File: src/core/l2_fault_pkg.sv
/*
 Shared constants and carrier types for the level-2 protection fault
 capture block: register byte addresses, field positions, reset values.
 Assumes a 32-bit AXI4-Lite register bus and one 125 MHz clock.
*/
package l2_fault_pkg;
    // Register byte addresses
    localparam logic [31:0] FAULT_ADDR_OFS = 32'h0184a000;
    localparam logic [31:0] FAULT_STAT_OFS = 32'h0184a004;
    localparam logic [31:0] FAULT_CLR_OFS = 32'h0184a008;
    localparam logic [31:0] KEY_WORD_0_OFS = 32'h0184a100;
    localparam logic [31:0] KEY_WORD_1_OFS = 32'h0184a104;
    localparam logic [31:0] KEY_WORD_2_OFS = 32'h0184a108;
    localparam logic [31:0] KEY_WORD_3_OFS = 32'h0184a10c;
    localparam logic [31:0] LOCK_CMD_OFS = 32'h0184a110;
    localparam logic [31:0] LOCK_STATE_OFS = 32'h0184a114;
    localparam logic [31:0] IRQ_STATUS_OFS = 32'h0184a200;
    localparam logic [31:0] IRQ_ENABLE_OFS = 32'h0184a204;
    localparam logic [31:0] IRQ_CLEAR_OFS = 32'h0184a208;
    // Fault status fields
    localparam int STAT_ID_LSB = 9;
    localparam int STAT_ID_W = 7;
    localparam int STAT_LOCAL_BIT = 8;
    localparam int STAT_PRIV_RD_BIT = 5;
    localparam int STAT_PRIV_WR_BIT = 4;
    localparam int STAT_USER_RD_BIT = 2;
    localparam int STAT_USER_WR_BIT = 1;
    localparam logic [31:0] STAT_USED_MASK = 32'h0000ff36;
    // Command and status bits
    localparam int CLR_CMD_BIT = 0;
    localparam int LOCK_ENG_BIT = 0;
    localparam int CMD_UNLOCK_BIT = 0;
    localparam int CMD_LOCK_BIT = 1;
    localparam int CMD_KEY_CLR_BIT = 2;
    localparam int KEY_WORDS = 2;
    localparam int KEY_BITS = 64;
    // Interrupt event bits
    localparam int IRQ_W = 3;
    localparam int IRQ_CAPTURE_BIT = 0;
    localparam int IRQ_REPLACE_BIT = 1;
    localparam int IRQ_LOCK_BIT = 2;
    // Bus
    localparam int PROT_PRIV_BIT = 0;
    localparam logic [1:0] RESP_OKAY = 2'h0;
    localparam logic [1:0] RESP_SLVERR = 2'h2;
    localparam int REQ_ID_W = 8;
    // Reset values
    localparam logic [31:0] WORD_RST = 32'h00000000;
    localparam logic [IRQ_W-1:0] IRQ_RST = 3'h0;
    localparam logic [KEY_BITS-1:0] KEY_RST = 64'h0;

    typedef struct packed {
        logic valid;
        logic [31:0] addr;
        logic [REQ_ID_W-1:0] id;
        logic local_cpu;
        logic priv;
        logic write;
    } fault_req_t;

    typedef struct packed {
        logic [31:0] addr;
        logic [31:0] status;
    } fault_rec_t;
endpackage

File: src/core/fault_record.sv
/*
 Single-entry fault record: captures the first fault, lets a CPU-local
 fault replace a remote one, clears on command.
 Assumes fault reports are synchronous to clk_i, one per cycle at most.
*/
`timescale 1ns/1ps
module fault_record
(
    // Clock and reset
    input wire logic clk_i,
    input wire logic arst_n_i,
    // Fault report and clear command
    input wire l2_fault_pkg::fault_req_t fault_i,
    input wire logic clear_i,
    // Held record and events
    output l2_fault_pkg::fault_rec_t rec_o,
    output logic held_o,
    output logic captured_o,
    output logic replaced_o
);
    import l2_fault_pkg::*;

    logic replace;
    logic take_new;
    logic [31:0] status_next;

    // Local fault may displace a remote record
    assign replace = held_o && !rec_o.status[STAT_LOCAL_BIT]
                     && fault_i.valid && fault_i.local_cpu;
    // A new fault in the clearing cycle is kept, not lost
    assign take_new = fault_i.valid && (!held_o || clear_i || replace);

    always_comb begin
        status_next = WORD_RST;
        status_next[STAT_LOCAL_BIT] = fault_i.local_cpu;
        if (!fault_i.local_cpu) begin
            status_next[STAT_ID_LSB +: STAT_ID_W] = fault_i.id[STAT_ID_W-1:0];
        end
        status_next[STAT_PRIV_RD_BIT] = fault_i.priv && !fault_i.write;
        status_next[STAT_PRIV_WR_BIT] = fault_i.priv && fault_i.write;
        status_next[STAT_USER_RD_BIT] = !fault_i.priv && !fault_i.write;
        status_next[STAT_USER_WR_BIT] = !fault_i.priv && fault_i.write;
    end

    // One record only, no queue
    always_ff @(posedge clk_i or negedge arst_n_i) begin
        if (!arst_n_i) begin
            rec_o <= '0;
            held_o <= 1'b0;
        end else if (take_new) begin
            rec_o.addr <= fault_i.addr;
            rec_o.status <= status_next;
            held_o <= 1'b1;
        end else if (clear_i) begin
            rec_o <= '0;
            held_o <= 1'b0;
        end
    end

    always_ff @(posedge clk_i or negedge arst_n_i) begin
        if (!arst_n_i) begin
            captured_o <= 1'b0;
            replaced_o <= 1'b0;
        end else begin
            captured_o <= take_new;
            replaced_o <= take_new && replace && !clear_i;
        end
    end
endmodule // fault_record

File: src/core/l2_protection_fault_capture.sv
/*
 Level-2 protection fault capture with lock status, AXI4-Lite slave
 registers, sticky interrupt status and an exception pulse.
 Assumes the permission checker reports faults on FAULT_I in this clock
 domain; AWPROT[0] marks a supervisor access.
*/
// Register access over AXI4-Lite is this design's own decision.
// Function
// Lock state bit 0 shows engaged, rest zero
// Only 64-bit key kept; words 2,3 dropped
// Fault address and status registers are read-only
// Status bits 15:9 hold low ID bits
// Local bit set forces ID field zero
// Bit 5 supervisor read, bit 4 write
// Bit 2 user read, bit 1 user write
// Only one fault record held
// First fault kept, later ones ignored
// Local fault replaces remote record, new exception
// Writing clear bit 1 wipes the record
// Writing clear bit 0 does nothing
// Clear register bits 31:1 ignored
// Key words write-only; lock needs command sequence
// Anyone reads; only supervisor writes clear
// One-cycle exception pulse on capture or replace
`timescale 1ns/1ps
module l2_protection_fault_capture
(
    // Clock and reset
    input wire logic CLK_I,
    input wire logic ARST_N_I,
    // Fault reports from the permission checker
    input wire l2_fault_pkg::fault_req_t FAULT_I,
    // AXI4-Lite write address and data
    input wire logic AXI_AWVALID_I,
    output logic AXI_AWREADY_O,
    input wire logic [31:0] AXI_AWADDR_I,
    input wire logic [2:0] AXI_AWPROT_I,
    input wire logic AXI_WVALID_I,
    output logic AXI_WREADY_O,
    input wire logic [31:0] AXI_WDATA_I,
    input wire logic [3:0] AXI_WSTRB_I,
    // AXI4-Lite write response
    output logic AXI_BVALID_O,
    input wire logic AXI_BREADY_I,
    output logic [1:0] AXI_BRESP_O,
    // AXI4-Lite read
    input wire logic AXI_ARVALID_I,
    output logic AXI_ARREADY_O,
    input wire logic [31:0] AXI_ARADDR_I,
    input wire logic [2:0] AXI_ARPROT_I,
    output logic AXI_RVALID_O,
    input wire logic AXI_RREADY_I,
    output logic [31:0] AXI_RDATA_O,
    output logic [1:0] AXI_RRESP_O,
    // Events
    output logic EXCEPTION_O,
    output logic IRQ_O,
    output logic LOCK_ENGAGED_O
);
    import l2_fault_pkg::*;

    logic aw_hs, w_hs, ar_hs, b_hs, r_hs, do_write;
    logic aw_held_reg, w_held_reg, wr_priv_reg;
    logic [31:0] wr_addr_reg, wr_data_reg;
    logic [3:0] wr_strb_reg;
    logic wr_known, wr_allowed;
    logic sel_clr, sel_cmd, sel_irq_en, sel_irq_clr;
    logic [KEY_WORDS-1:0] sel_key;
    logic clear_cmd, lock_go, unlock_go, key_reset;
    logic [31:0] key_wr_reg [KEY_WORDS];
    logic [KEY_BITS-1:0] lock_key_reg;
    logic lock_engaged_reg;
    logic [IRQ_W-1:0] irq_status_reg, irq_enable_reg, irq_set, irq_clr;
    fault_rec_t rec;
    logic held, captured, replaced;
    logic [33:0] rd_word;

    assign aw_hs = AXI_AWVALID_I && AXI_AWREADY_O;
    assign w_hs = AXI_WVALID_I && AXI_WREADY_O;
    assign ar_hs = AXI_ARVALID_I && AXI_ARREADY_O;
    assign b_hs = AXI_BVALID_O && AXI_BREADY_I;
    assign r_hs = AXI_RVALID_O && AXI_RREADY_I;
    assign do_write = aw_held_reg && w_held_reg;

    // Address and data taken in either order; ready drops until B done
    always_ff @(posedge CLK_I or negedge ARST_N_I) begin
        if (!ARST_N_I) begin
            AXI_AWREADY_O <= 1'b1;
            aw_held_reg <= 1'b0;
            wr_addr_reg <= WORD_RST;
            wr_priv_reg <= 1'b0;
        end else begin
            if (aw_hs) begin
                AXI_AWREADY_O <= 1'b0;
                aw_held_reg <= 1'b1;
                wr_addr_reg <= AXI_AWADDR_I;
                wr_priv_reg <= AXI_AWPROT_I[PROT_PRIV_BIT];
            end else if (do_write) begin
                aw_held_reg <= 1'b0;
            end
            if (b_hs) begin
                AXI_AWREADY_O <= 1'b1;
            end
        end
    end

    always_ff @(posedge CLK_I or negedge ARST_N_I) begin
        if (!ARST_N_I) begin
            AXI_WREADY_O <= 1'b1;
            w_held_reg <= 1'b0;
            wr_data_reg <= WORD_RST;
            wr_strb_reg <= 4'h0;
        end else begin
            if (w_hs) begin
                AXI_WREADY_O <= 1'b0;
                w_held_reg <= 1'b1;
                wr_data_reg <= AXI_WDATA_I;
                wr_strb_reg <= AXI_WSTRB_I;
            end else if (do_write) begin
                w_held_reg <= 1'b0;
            end
            if (b_hs) begin
                AXI_WREADY_O <= 1'b1;
            end
        end
    end

    always_comb begin
        case (wr_addr_reg)
            FAULT_CLR_OFS, KEY_WORD_0_OFS, KEY_WORD_1_OFS, KEY_WORD_2_OFS,
            KEY_WORD_3_OFS, LOCK_CMD_OFS, IRQ_ENABLE_OFS, IRQ_CLEAR_OFS:
                wr_known = 1'b1;
            default: wr_known = 1'b0;
        endcase
    end

    // User-mode writes refused with SLVERR
    assign wr_allowed = wr_known && wr_priv_reg;

    always_ff @(posedge CLK_I or negedge ARST_N_I) begin
        if (!ARST_N_I) begin
            AXI_BVALID_O <= 1'b0;
            AXI_BRESP_O <= RESP_OKAY;
        end else if (do_write) begin
            AXI_BVALID_O <= 1'b1;
            AXI_BRESP_O <= wr_allowed ? RESP_OKAY : RESP_SLVERR;
        end else if (b_hs) begin
            AXI_BVALID_O <= 1'b0;
        end
    end

    assign sel_clr = do_write && wr_allowed && wr_addr_reg == FAULT_CLR_OFS;
    assign sel_cmd = do_write && wr_allowed && wr_addr_reg == LOCK_CMD_OFS
                     && wr_strb_reg[0];
    assign sel_irq_en = do_write && wr_allowed && wr_addr_reg == IRQ_ENABLE_OFS
                        && wr_strb_reg[0];
    assign sel_irq_clr = do_write && wr_allowed && wr_addr_reg == IRQ_CLEAR_OFS
                         && wr_strb_reg[0];
    assign sel_key[0] = do_write && wr_allowed && wr_addr_reg == KEY_WORD_0_OFS;
    assign sel_key[1] = do_write && wr_allowed && wr_addr_reg == KEY_WORD_1_OFS;

    // Only bit 0 acts; a zero there is a no-op
    assign clear_cmd = sel_clr && wr_strb_reg[0] && wr_data_reg[CLR_CMD_BIT];

    fault_record u_record (
        .clk_i(CLK_I),
        .arst_n_i(ARST_N_I),
        .fault_i(FAULT_I),
        .clear_i(clear_cmd),
        .rec_o(rec),
        .held_o(held),
        .captured_o(captured),
        .replaced_o(replaced)
    );

    assign EXCEPTION_O = captured;

    // Key words 2 and 3 decode but store nothing
    genvar kw, lane;
    generate
        for (kw = 0; kw < KEY_WORDS; kw++) begin : g_key
            for (lane = 0; lane < 4; lane++) begin : g_lane
                always_ff @(posedge CLK_I or negedge ARST_N_I) begin
                    if (!ARST_N_I) begin
                        key_wr_reg[kw][lane*8 +: 8] <= 8'h00;
                    end else if (key_reset) begin
                        key_wr_reg[kw][lane*8 +: 8] <= 8'h00;
                    end else if (sel_key[kw] && wr_strb_reg[lane]) begin
                        key_wr_reg[kw][lane*8 +: 8] <= wr_data_reg[lane*8 +: 8];
                    end
                end
            end
        end
    endgenerate

    // Lock takes the staged key; unlock needs the same key staged again
    assign key_reset = sel_cmd && wr_data_reg[CMD_KEY_CLR_BIT];
    assign lock_go = sel_cmd && wr_data_reg[CMD_LOCK_BIT] && !lock_engaged_reg;
    assign unlock_go = sel_cmd && wr_data_reg[CMD_UNLOCK_BIT] && lock_engaged_reg
                       && {key_wr_reg[1], key_wr_reg[0]} == lock_key_reg;

    always_ff @(posedge CLK_I or negedge ARST_N_I) begin
        if (!ARST_N_I) begin
            lock_engaged_reg <= 1'b0;
            lock_key_reg <= KEY_RST;
        end else if (lock_go) begin
            lock_engaged_reg <= 1'b1;
            lock_key_reg <= {key_wr_reg[1], key_wr_reg[0]};
        end else if (unlock_go) begin
            lock_engaged_reg <= 1'b0;
        end
    end

    always_ff @(posedge CLK_I or negedge ARST_N_I) begin
        if (!ARST_N_I) begin
            LOCK_ENGAGED_O <= 1'b0;
        end else begin
            LOCK_ENGAGED_O <= lock_engaged_reg;
        end
    end

    always_comb begin
        irq_set = IRQ_RST;
        irq_set[IRQ_CAPTURE_BIT] = captured;
        irq_set[IRQ_REPLACE_BIT] = replaced;
        irq_set[IRQ_LOCK_BIT] = lock_go || unlock_go;
        irq_clr = sel_irq_clr ? wr_data_reg[IRQ_W-1:0] : IRQ_RST;
    end

    // Set beats clear in the same cycle
    always_ff @(posedge CLK_I or negedge ARST_N_I) begin
        if (!ARST_N_I) begin
            irq_status_reg <= IRQ_RST;
        end else begin
            irq_status_reg <= (irq_status_reg & ~irq_clr) | irq_set;
        end
    end

    always_ff @(posedge CLK_I or negedge ARST_N_I) begin
        if (!ARST_N_I) begin
            irq_enable_reg <= IRQ_RST;
        end else if (sel_irq_en) begin
            irq_enable_reg <= wr_data_reg[IRQ_W-1:0];
        end
    end

    // One cycle behind the status bit, to keep the pin registered
    always_ff @(posedge CLK_I or negedge ARST_N_I) begin
        if (!ARST_N_I) begin
            IRQ_O <= 1'b0;
        end else begin
            IRQ_O <= |(irq_status_reg & irq_enable_reg);
        end
    end

    // Reads are open to every requestor; write-only words read zero
    always_comb begin
        rd_word = {RESP_OKAY, WORD_RST};
        case (AXI_ARADDR_I)
            FAULT_ADDR_OFS: rd_word[31:0] = rec.addr;
            FAULT_STAT_OFS: rd_word[31:0] = rec.status & STAT_USED_MASK;
            LOCK_STATE_OFS: rd_word[LOCK_ENG_BIT] = lock_engaged_reg;
            IRQ_STATUS_OFS: rd_word[IRQ_W-1:0] = irq_status_reg;
            IRQ_ENABLE_OFS: rd_word[IRQ_W-1:0] = irq_enable_reg;
            FAULT_CLR_OFS, KEY_WORD_0_OFS, KEY_WORD_1_OFS, KEY_WORD_2_OFS,
            KEY_WORD_3_OFS, LOCK_CMD_OFS, IRQ_CLEAR_OFS:
                rd_word[31:0] = WORD_RST;
            default: rd_word[33:32] = RESP_SLVERR;
        endcase
    end

    always_ff @(posedge CLK_I or negedge ARST_N_I) begin
        if (!ARST_N_I) begin
            AXI_ARREADY_O <= 1'b1;
            AXI_RVALID_O <= 1'b0;
            AXI_RDATA_O <= WORD_RST;
            AXI_RRESP_O <= RESP_OKAY;
        end else if (ar_hs) begin
            AXI_ARREADY_O <= 1'b0;
            AXI_RVALID_O <= 1'b1;
            AXI_RDATA_O <= rd_word[31:0];
            AXI_RRESP_O <= rd_word[33:32];
        end else if (r_hs) begin
            AXI_ARREADY_O <= 1'b1;
            AXI_RVALID_O <= 1'b0;
        end
    end
endmodule // l2_protection_fault_capture

File: config.mk
export PLATFORM = sky130hd
export DESIGN_NAME = l2_protection_fault_capture
export DESIGN_NICKNAME = d
export VERILOG_FILES = /design/src/core/l2_fault_pkg.sv /design/src/core/fault_record.sv /design/src/core/l2_protection_fault_capture.sv
export SDC_FILE = /design/constraint.sdc
export NUM_CORES = 1
export LEC_CHECK = 0
export BUFFER_PORTS_ARGS = -buffer_cell sky130_fd_sc_hd__buf_2
export CORE_MARGIN = 4
export CORE_UTILIZATION = 49
export DETAILED_ROUTE_END_ITERATION = 7
export GPL_TIMING_DRIVEN = 0
export PLACE_DENSITY = 0.71
export SETUP_SLACK_MARGIN = 0.3
export SKIP_CTS_REPAIR_TIMING = 1
export SYNTH_ARGS = -nofsm -noshare
export SYNTH_HDL_FRONTEND = slang
export SYNTH_SLANG_ARGS = --single-unit
File: constraint.sdc
create_clock -name CLK_I -period 2.8 [get_ports CLK_I]
set_clock_uncertainty 0.15 [all_clocks]
set_input_delay 0.14 -clock CLK_I [delete_from_list [all_inputs] [get_ports CLK_I]]
set_output_delay 0.14 -clock CLK_I [all_outputs]
set_load 0.1 [all_outputs]
==> results of run 1 <==
-- power groups by stage --
| stage | Combinational (mW) | Clock, mW | Sequential, mW |
|---|---|---|---|
| after floorplan | 0.900 | 0 | 5.49 |
| after CTS | 1.41 | 4.47 | 5.50 |
| final | 1.58 | 4.40 | 5.55 |
| after global routing | 1.72 | 4.67 | 5.62 |
| after global placement | 1.34 | 0 | 5.54 |
| after detailed placement | 1.40 | 0 | 5.57 |
-- worst max-delay path, cell delays in order (launching register included) --
cell	delay (ns)
sky130_fd_sc_hd__dfrtp_1	0.40
sky130_fd_sc_hd__nor4b_4	0.35
sky130_fd_sc_hd__nand4_4	0.23
sky130_fd_sc_hd__nor2_4	0.21
sky130_fd_sc_hd__and3_2	0.26
sky130_fd_sc_hd__a22oi_2	0.18
sky130_fd_sc_hd__buf_2	0.27
sky130_fd_sc_hd__a22o_1	0.22
-- worst paths after layout --
| kind | slack, ns | to | from | depth (start not counted) |
|---|---|---|---|---|
| min in group CLK_I | -0.01 | AXI_RDATA_O[0]$_DFFE_PN0P_ | AXI_ARADDR_I[5] | 5 |
| worst max-delay path | 0.41 | u_record.rec_o[43]$_DFFE_PN0P_ | wr_addr_reg[28]$_DFFE_PN0P_ | 7 |
| worst max register to register | 0.41 | u_record.rec_o[43]$_DFFE_PN0P_ | wr_addr_reg[28]$_DFFE_PN0P_ | 7 |
| worst min register to register | 0.28 | irq_status_reg[1]$_DFF_PN0_ | u_record.replaced_o$_DFF_PN0_ | 1 |
| max in group asynchronous | 1.10 | AXI_ARREADY_O$_DFFE_PN1P_ | ARST_N_I | 4 |
| worst min-delay path | -0.01 | wr_data_reg[25]$_DFFE_PN0P_ | ARST_N_I | 2 |
-- kinds of logic after synthesis --
kind of cell / after synthesis / synth area share [%]
mux: 137 / 12.6
other cells: 1 / 0.0305
flops: 294 / 59.9
compound gates: 201 / 13.0
buf+inv: 78 / 3.29
xor+xnor: 41 / 2.92
simple gates: 156 / 8.20
-- layout by cell type, fill, tap and decap left out, types with 12 or more instances in the layout --
master and instances:
sky130_fd_sc_hd__a22o_1 124, sky130_fd_sc_hd__buf_2 201, sky130_fd_sc_hd__clkbuf_1 16, sky130_fd_sc_hd__clkbuf_16 31, sky130_fd_sc_hd__dfrtp_1 290, sky130_fd_sc_hd__dlygate4sd3_1 128
sky130_fd_sc_hd__inv_1 37, sky130_fd_sc_hd__mux2_1 49, sky130_fd_sc_hd__mux2_2 72, sky130_fd_sc_hd__mux2i_1 14, sky130_fd_sc_hd__nand2_1 43, sky130_fd_sc_hd__nor2b_1 15
sky130_fd_sc_hd__o21ai_0 37, sky130_fd_sc_hd__xnor2_1 29, sky130_fd_sc_hd__xor2_1 12
-- cell type report --
| cell class | count | area, um2 |
|---|---|---|
| fillers | 1770 | 8270 |
| flip-flops and latches | 294 | 7360 |
| multi-input cells | 537 | 4590 |
| repair buffers | 322 | 2310 |
| clock buffers | 42 | 887 |
| well taps | 324 | 405 |
| plain buffers | 41 | 265 |
| clock inverters | 14 | 226 |
| inverters | 37 | 139 |
| diodes | 2 | 5.00 |
-- cells in the mapped netlist, drive strengths merged (6+ instances only) --
library cell    n
dfrtp         291
a22o          124
mux2          121
nand2          43
inv            37
o21ai          37
xnor2          29
buf            26
nor2           17
nor2b          16
clkbuf         15
mux2i          14
nor4           14
nand4          12
xor2           12
nand3           9
and3            7
nor4b           7
o22ai           7
and2            6
nor3            6
-- metal layers --
metal	part of all wire, %	routed length (um)	track usage, %
met4	2.3	722	4.34
met5	0	0	0
met1	44	13600	29.3
met3	4.4	1360	3.31
met2	49	15200	33.3
==> results.md, run 1 <==
- The share of async-settable or async-resettable flops after synthesis is 100%.
- The tool flagged a number of max-cap violations equal to 0.
- Across all setup checks in the final design, the least slack found is 0.409 ns.
- The DRC violation count after routing is 0.
- The fraction of the yosys area taken by sequential cells is 59.9%.
- The type of the worst setup path is register to register.
- The highest net fanout along the worst path is 10.
- By area the synthesized netlist is led by sky130_fd_sc_hd__dfrtp_1, sky130_fd_sc_hd__a22o_1, sky130_fd_sc_hd__mux2_2.
- The number of enable-type register cells in the synthesized netlist is 0.
- The floorplan row count is 57.
- The buffer levels on the longest clock path is 3.
- The final weighted congestion in routability-driven placement is 0.811.
- The number of warnings issued by yosys is 0.
- The first-pass GRT wire length is 46,200 um.
- The endpoint required time on the critical path is 3.08 ns.
- The number of nets still failing antenna checks after routing is 0.
- Counting the buffers created by CTS gives 30.
- The number of hold violations in the final report was 7.
- At the placement stage, the worst setup path has a slack of 0.283 ns.
- The die height is between 150 and 200 um.
- Internal power comes to between 8 and 9 mW.
- Summed over its instances, the top area cell type makes up 59.3% of the synthesized netlist area.
- The post-detailed-placement half-perimeter wirelength is 20,400 um.
- The floorplan step defined a core boundary enclosing 24,500 um2.
- After detailed routing, the total wire length is roughly 30,000 um.
- The total overflow left after global routing is 0.
- Net switching is 26.0% of the power.
- The worst hold margin is -0.0112 ns.
- The number of levels in the clock H-tree is 1.
- The flow ran to the end, but the final reports show violations.
- The checks that failed: negative hold slack.
- The detail-routed net length per standard cell is 19.1 um.
- For this design the total switching power over the nets is between 2 and 3 mW.
- The area of the mapped netlist is between 10,000 and 15,000 um2.
- The count of unique library cells instantiated by Yosys is 62.
- Clock latency on the worst-skew pair, taken at its later pin, is 0.55 ns.
- For this design the static power due to leakage is about 7.9 nW.
- Counting every sink on the clock net gives 294.
- The number of pins exceeding their max-slew limit in the final report is 0.
- After routing, the total negative slack on setup checks comes to 0 ns.
- After synthesis the netlist holds a flip-flop and latch count of 294.
- The part of the cycle the worst path needs is 85.4%.
- The die covers 27,700 um2.
- Setup repair after global routing left no endpoint under its margin.
- The post-detailed-placement cell area is 13,700 um2.
- The largest net degree at the start of global routing is approximately 110.
- Combinational logic burns 13.7% of the power.
- The worst-case IR drop observed on VDD is 0.611 mV.
- The number of global-route vias before repair was 8,354.
- The detail-routed via count per cell is roughly 5.5.
- The post-synthesis to final-layout area growth is 31.8%.
- The total placed cells including tap cells is ~1,400.
- Global routing consumed, over all layers together, 20.4% of the routing resources.
- The capturing element type of the critical path is a register.
- The first-pass iteration count of the detailed router is 5.
- The CTS tree is built.
- The worst setup path is launched from a register.
- The gate count of the mapped netlist is 908.
- Across all layers, the routed design uses 8,799 vias.
- The leading area contributor after synthesis is sky130_fd_sc_hd__dfrtp_1.
- Clock tree synthesis selected as its root buffer the cell sky130_fd_sc_hd__clkbuf_16.
- The final layout contains between 1,000 and 1,500 nets.
- In the final layout, the share of cells above drive strength 1 is 29.7%.
- The post-route non-filler standard cell count is 1,613.
- The final design instance area without fill is 16,200 um2.
- In this run, the number of DRC markers left after iteration 0 of detailed routing was 639.
- The transition time of the tightest slew-check pin is between 0.7 and 0.8 ns.
- Of the total power, the clock network draws 38.2%.
- Cells fill 66.2% of the core in the end.
- After layout, the design draws a total of 11.5 mW.
- A synthesized cell averages about 14 um2.
- The starting density of the core is 50.2%.
- The path type of the worst min-delay path is input port to asynchronous set/reset pin.
- The clock slew seen by the registers of the worst setup and hold paths is 0.06 ns.
- Dividing total power by cell area gives a power density of 712 nW/um2.
- The most common flop cell mapped by yosys is sky130_fd_sc_hd__dfrtp_1.
- The count of port buffers added during placement is 191.
- The power share of the sequential group is around 48%.
- The number of placed I/O pins is 201.
- The floorplan die width is 166 um.
- Static timing analysis puts the maximum clock frequency at 0.418 GHz.
- The minimum period implied by the final worst setup slack is between 2 and 2.5 ns.
- Data on the critical path arrives at its endpoint at 2.67 ns.
- In this run the tightest slew margin relative to its limit is 48.1%.
- The initial antenna violation count is 2.
- Setup violations remaining at the end of the flow were counted as 0.
Note: power is estimated with default switching activity, not from simulation.
==> inputs of run 2 (changes only) <==
Settings changed: ABC_AREA from default to 1, CORE_UTILIZATION 49 to 45, CTS_BUF_LIST from default to sky130_fd_sc_hd__clkbuf_4 sky130_fd_sc_hd__clkbuf_8 sky130_fd_sc_hd__clkbuf_16, PLACE_DENSITY 0.71 to 0.65.
==> run 2 against run 1 <==
The run now ends clean; global-route usage up 2.5 points; clock-buffer cell count is 7 higher; combinational power rose by 35%; cell area rose by 13%; fmax down 5.1%; wire length up 37%; synthesized cell count is 71% higher; clock power rose by 2%; critical path depth grew 8; first-iteration DRC count rose by 54%; critical path type unchanged; sequential share of layout area shrank 5.1 points; largest cell class unchanged.
==> results.md, run 2 <==
- The flow ran to the end, and the final reports show no timing, DRC or antenna violations.
- STA classifies the critical path startpoint as a register.
- The worst flop-to-flop path endpoint is key_wr_reg[40]$_DFFE_PN0P_.
- The logic depth of the worst register-to-register path is 15.
- Setup violations remaining at the end of the flow were counted as 0.
- The count of cells in the finished layout, fillers not included, comes to 2,340.
- The transition time of the tightest slew-check pin is 0.914 ns.
- The commonest non-fill, non-tap cell in the layout is sky130_fd_sc_hd__nand2_1.
- The die covers 32,900 um2.
- The number of pins exceeding their max-slew limit in the final report is 0.
- The number of clock buffers added by TritonCTS is 35.
- The maximum operating frequency is around 0.40 GHz.
- The smallest clock period supported by the final layout is computed as approximately 2.5 ns.
- The highest net fanout along the worst path is 7.
- The worst slew margin relative to its limit is about two fifths.
- Wires add up to approximately 42,000 um.
- The number of antenna diodes in the final layout is 0.
- The type of the worst setup path is register to register.
- The worst hold margin is 0.0476 ns.
- The clock drives 294 sinks.
- The worst setup slack after layout is 0.279 ns.
- The CTS tree is built.
- The total power is 12.2 mW.
- Once the floorplan was initialized, standard cells occupied 45.6% of the core.
- Ranked by total cell area, the synthesized netlist is headed by sky130_fd_sc_hd__dfrtp_1, sky130_fd_sc_hd__nand2_1, sky130_fd_sc_hd__nand3_1.
- The post-detailed-placement half-perimeter wirelength is 28,100 um.
- The routed layout has 12,600 vias.
- The number of placed I/O pins is 201.
- The clock slew seen by the registers of the worst setup and hold paths is around 0.060 ns.
- The count of port buffers added during placement is 191.
- The number of global-route vias before repair is roughly 11,000.
- Counting instances in the post-synthesis netlist gives the leading cell types as sky130_fd_sc_hd__nand2_1, sky130_fd_sc_hd__dfrtp_1, sky130_fd_sc_hd__nand3_1.
- The number of violations of the max-capacitance limit is 0.
- The source of the worst register-to-register timing path is wr_addr_reg[27]$_DFFE_PN0P_.
- sky130_fd_sc_hd__nand2_1 is the most common cell in the netlist.
- The leading area contributor after synthesis is sky130_fd_sc_hd__dfrtp_1.
- The final core utilization is around three fifths.
- The portion of synthesized cell area occupied by the leading cell type is 53.9%.
- The number of enable-type register cells in the synthesized netlist is 0.
- Sequential elements use 54.5% of the synthesized area.
- The final-layout setup total negative slack is 0 ns.
- After synthesis the netlist holds a flip-flop and latch count of 294.
- In the synthesized netlist, the number of instances is 1,551.
- Clock latency on the worst-skew pair, taken at its later pin, is 0.51 ns.
- The share of async-settable or async-resettable flops after synthesis is between 90% and 100%.
- At the worst endpoint, the required time is about 3 ns.
- The core region is 29,600 um2.
- Global routing consumed, over all layers together, 23.0% of the routing resources.
- The floorplan step set the die width to 181 um.
- The final design instance area without fill is 18,300 um2.
- The maximum vdd drop is 0.571 mV.
- Cells with a size suffix above 1 make up around 26% of the layout.
- The longest clock path from root to sink contains 3 buffers.
- The leakage power of the design is between 8 and 9 nW.
- The number of levels in the clock H-tree is 2.
- Setup slack on the worst reg-to-reg path comes out at 0.28 ns.
- The number of nets still failing antenna checks after routing is 0.
- The first global-routing pass estimated about 61,000 um of wire.
- For this run, design rule violations remaining after detail routing come to 0.
- The part of the cycle the worst path needs is roughly 90%.
- Setup repair after global routing could not meet its margin everywhere.
- The first-pass iteration count of the detailed router is 5.
- For this run, the leading register cell type out of synthesis is sky130_fd_sc_hd__dfrtp_1.
- The path class of the tightest hold or removal check is input port to asynchronous set/reset pin.
- In the routed layout, each cell is associated on average with a via count of roughly 5.4.
- The post-detailed-placement cell area is 15,000 um2.
- STA classifies the critical path endpoint as a register.
- The number of warnings issued by yosys is 0.
- The buffer type at the clock tree root is sky130_fd_sc_hd__clkbuf_16.
- In this run the mean area of a mapped cell was 8.71 um2.
- Dividing the detail-routed wire length by the instance count gives 18.1 um.
- For this design the ratio of total power to cell area is 667 nW/um2.
- The total placed cells including tap cells is 2,135.
- Summed over all layers, the global routing overflow is 0.
- The number of hold violations in the final report is 0.
- The count of nets after finishing is roughly 2,100.
- The data arrival at the endpoint of the critical path is 2.77 ns.
- Row generation in the floorplan step produced 63 rows.
- The die height is 181 um.
- For this block, the initial DRC count from the detailed router was 984.
- From synthesis to final layout, the design area changed by 35.0%.
- The largest net degree at the start of global routing is 118.
- OpenSTA, run right after detailed placement, puts the worst setup slack at -0.138 ns.
- The final weighted congestion in routability-driven placement is 0.891.
- In the layout the commonest cells are sky130_fd_sc_hd__nand2_1, sky130_fd_sc_hd__dfrtp_1, sky130_fd_sc_hd__buf_2.
- The cell area that synthesis handed to floorplanning was 13,500 um2.
- The count of unique library cells instantiated by Yosys is between 40 and 50.
- The initial antenna violation count was 0.
[run 2: worst max path at each step]
stage	start	to	cells after the start
final	wr_addr_reg[27]$_DFFE_PN0P_	key_wr_reg[40]$_DFFE_PN0P_	15
after global routing	wr_addr_reg[26]$_DFFE_PN0P_	lock_key_reg[42]$_DFFE_PN0P_	15
after CTS	wr_addr_reg[29]$_DFFE_PN0P_	key_wr_reg[17]$_DFFE_PN0P_	12
after detailed placement	wr_addr_reg[28]$_DFFE_PN0P_	key_wr_reg[17]$_DFFE_PN0P_	12
after global placement	ARST_N_I	u_record.rec_o[43]$_DFFE_PN0P_	1
after floorplan	wr_addr_reg[25]$_DFFE_PN0P_	lock_key_reg[49]$_DFFE_PN0P_	15
[run 2: final cells by class]
cell class	instances	area, um2
inverter	129	484
fill	2515	11400
buffer	79	498
clock inverter	10	96.3
clock buffer	49	1050
multi-input combinational	1051	5730
sequential	294	7360
timing repair buffer	338	2550
tap	390	488
[run 2: layer usage]
layer	part of all wire, %	vias to the layer above	GRT usage (%)
met3	6.0	93	4.79
li1	-	5919	-
met1	43	6145	31.7
met5	0	-	0
met2	49	433	37.3
met4	2.7	0	5.88
[run 2: logic make-up after synthesis]
group / Yosys count / share of synthesized area (%)
other: 1 / 0.0277
DFF: 294 / 54.5
and+or+nand+nor: 794 / 25.8
AOI/OAI and AO/OA: 208 / 9.58
buffers and inverters: 208 / 6.48
muxes: 34 / 2.83
xor gates and xnor gates: 12 / 0.778
[run 2: critical path, stage by stage, from the launching register on]
cell and delay, ns:
sky130_fd_sc_hd__dfrtp_1 0.37, sky130_fd_sc_hd__inv_2 0.07, sky130_fd_sc_hd__nand2_2 0.06, sky130_fd_sc_hd__nor2_4 0.13
sky130_fd_sc_hd__nand2_2 0.07, sky130_fd_sc_hd__nor2_4 0.24, sky130_fd_sc_hd__and2_4 0.20, sky130_fd_sc_hd__nor2_2 0.05
sky130_fd_sc_hd__nand2_4 0.09, sky130_fd_sc_hd__nand3_4 0.08, sky130_fd_sc_hd__nor2_4 0.28, sky130_fd_sc_hd__nand2_4 0.14
sky130_fd_sc_hd__clkbuf_16 0.20, sky130_fd_sc_hd__clkbuf_16 0.16, sky130_fd_sc_hd__nand3_2 0.06, sky130_fd_sc_hd__nand2_1 0.06
[run 2: power by group]
part / internal [mW] / switching [mW] / total, mW
registers: 4.97 / 0.569 / 5.54
clock network: 2.71 / 1.79 / 4.50
logic: 0.853 / 1.28 / 2.13
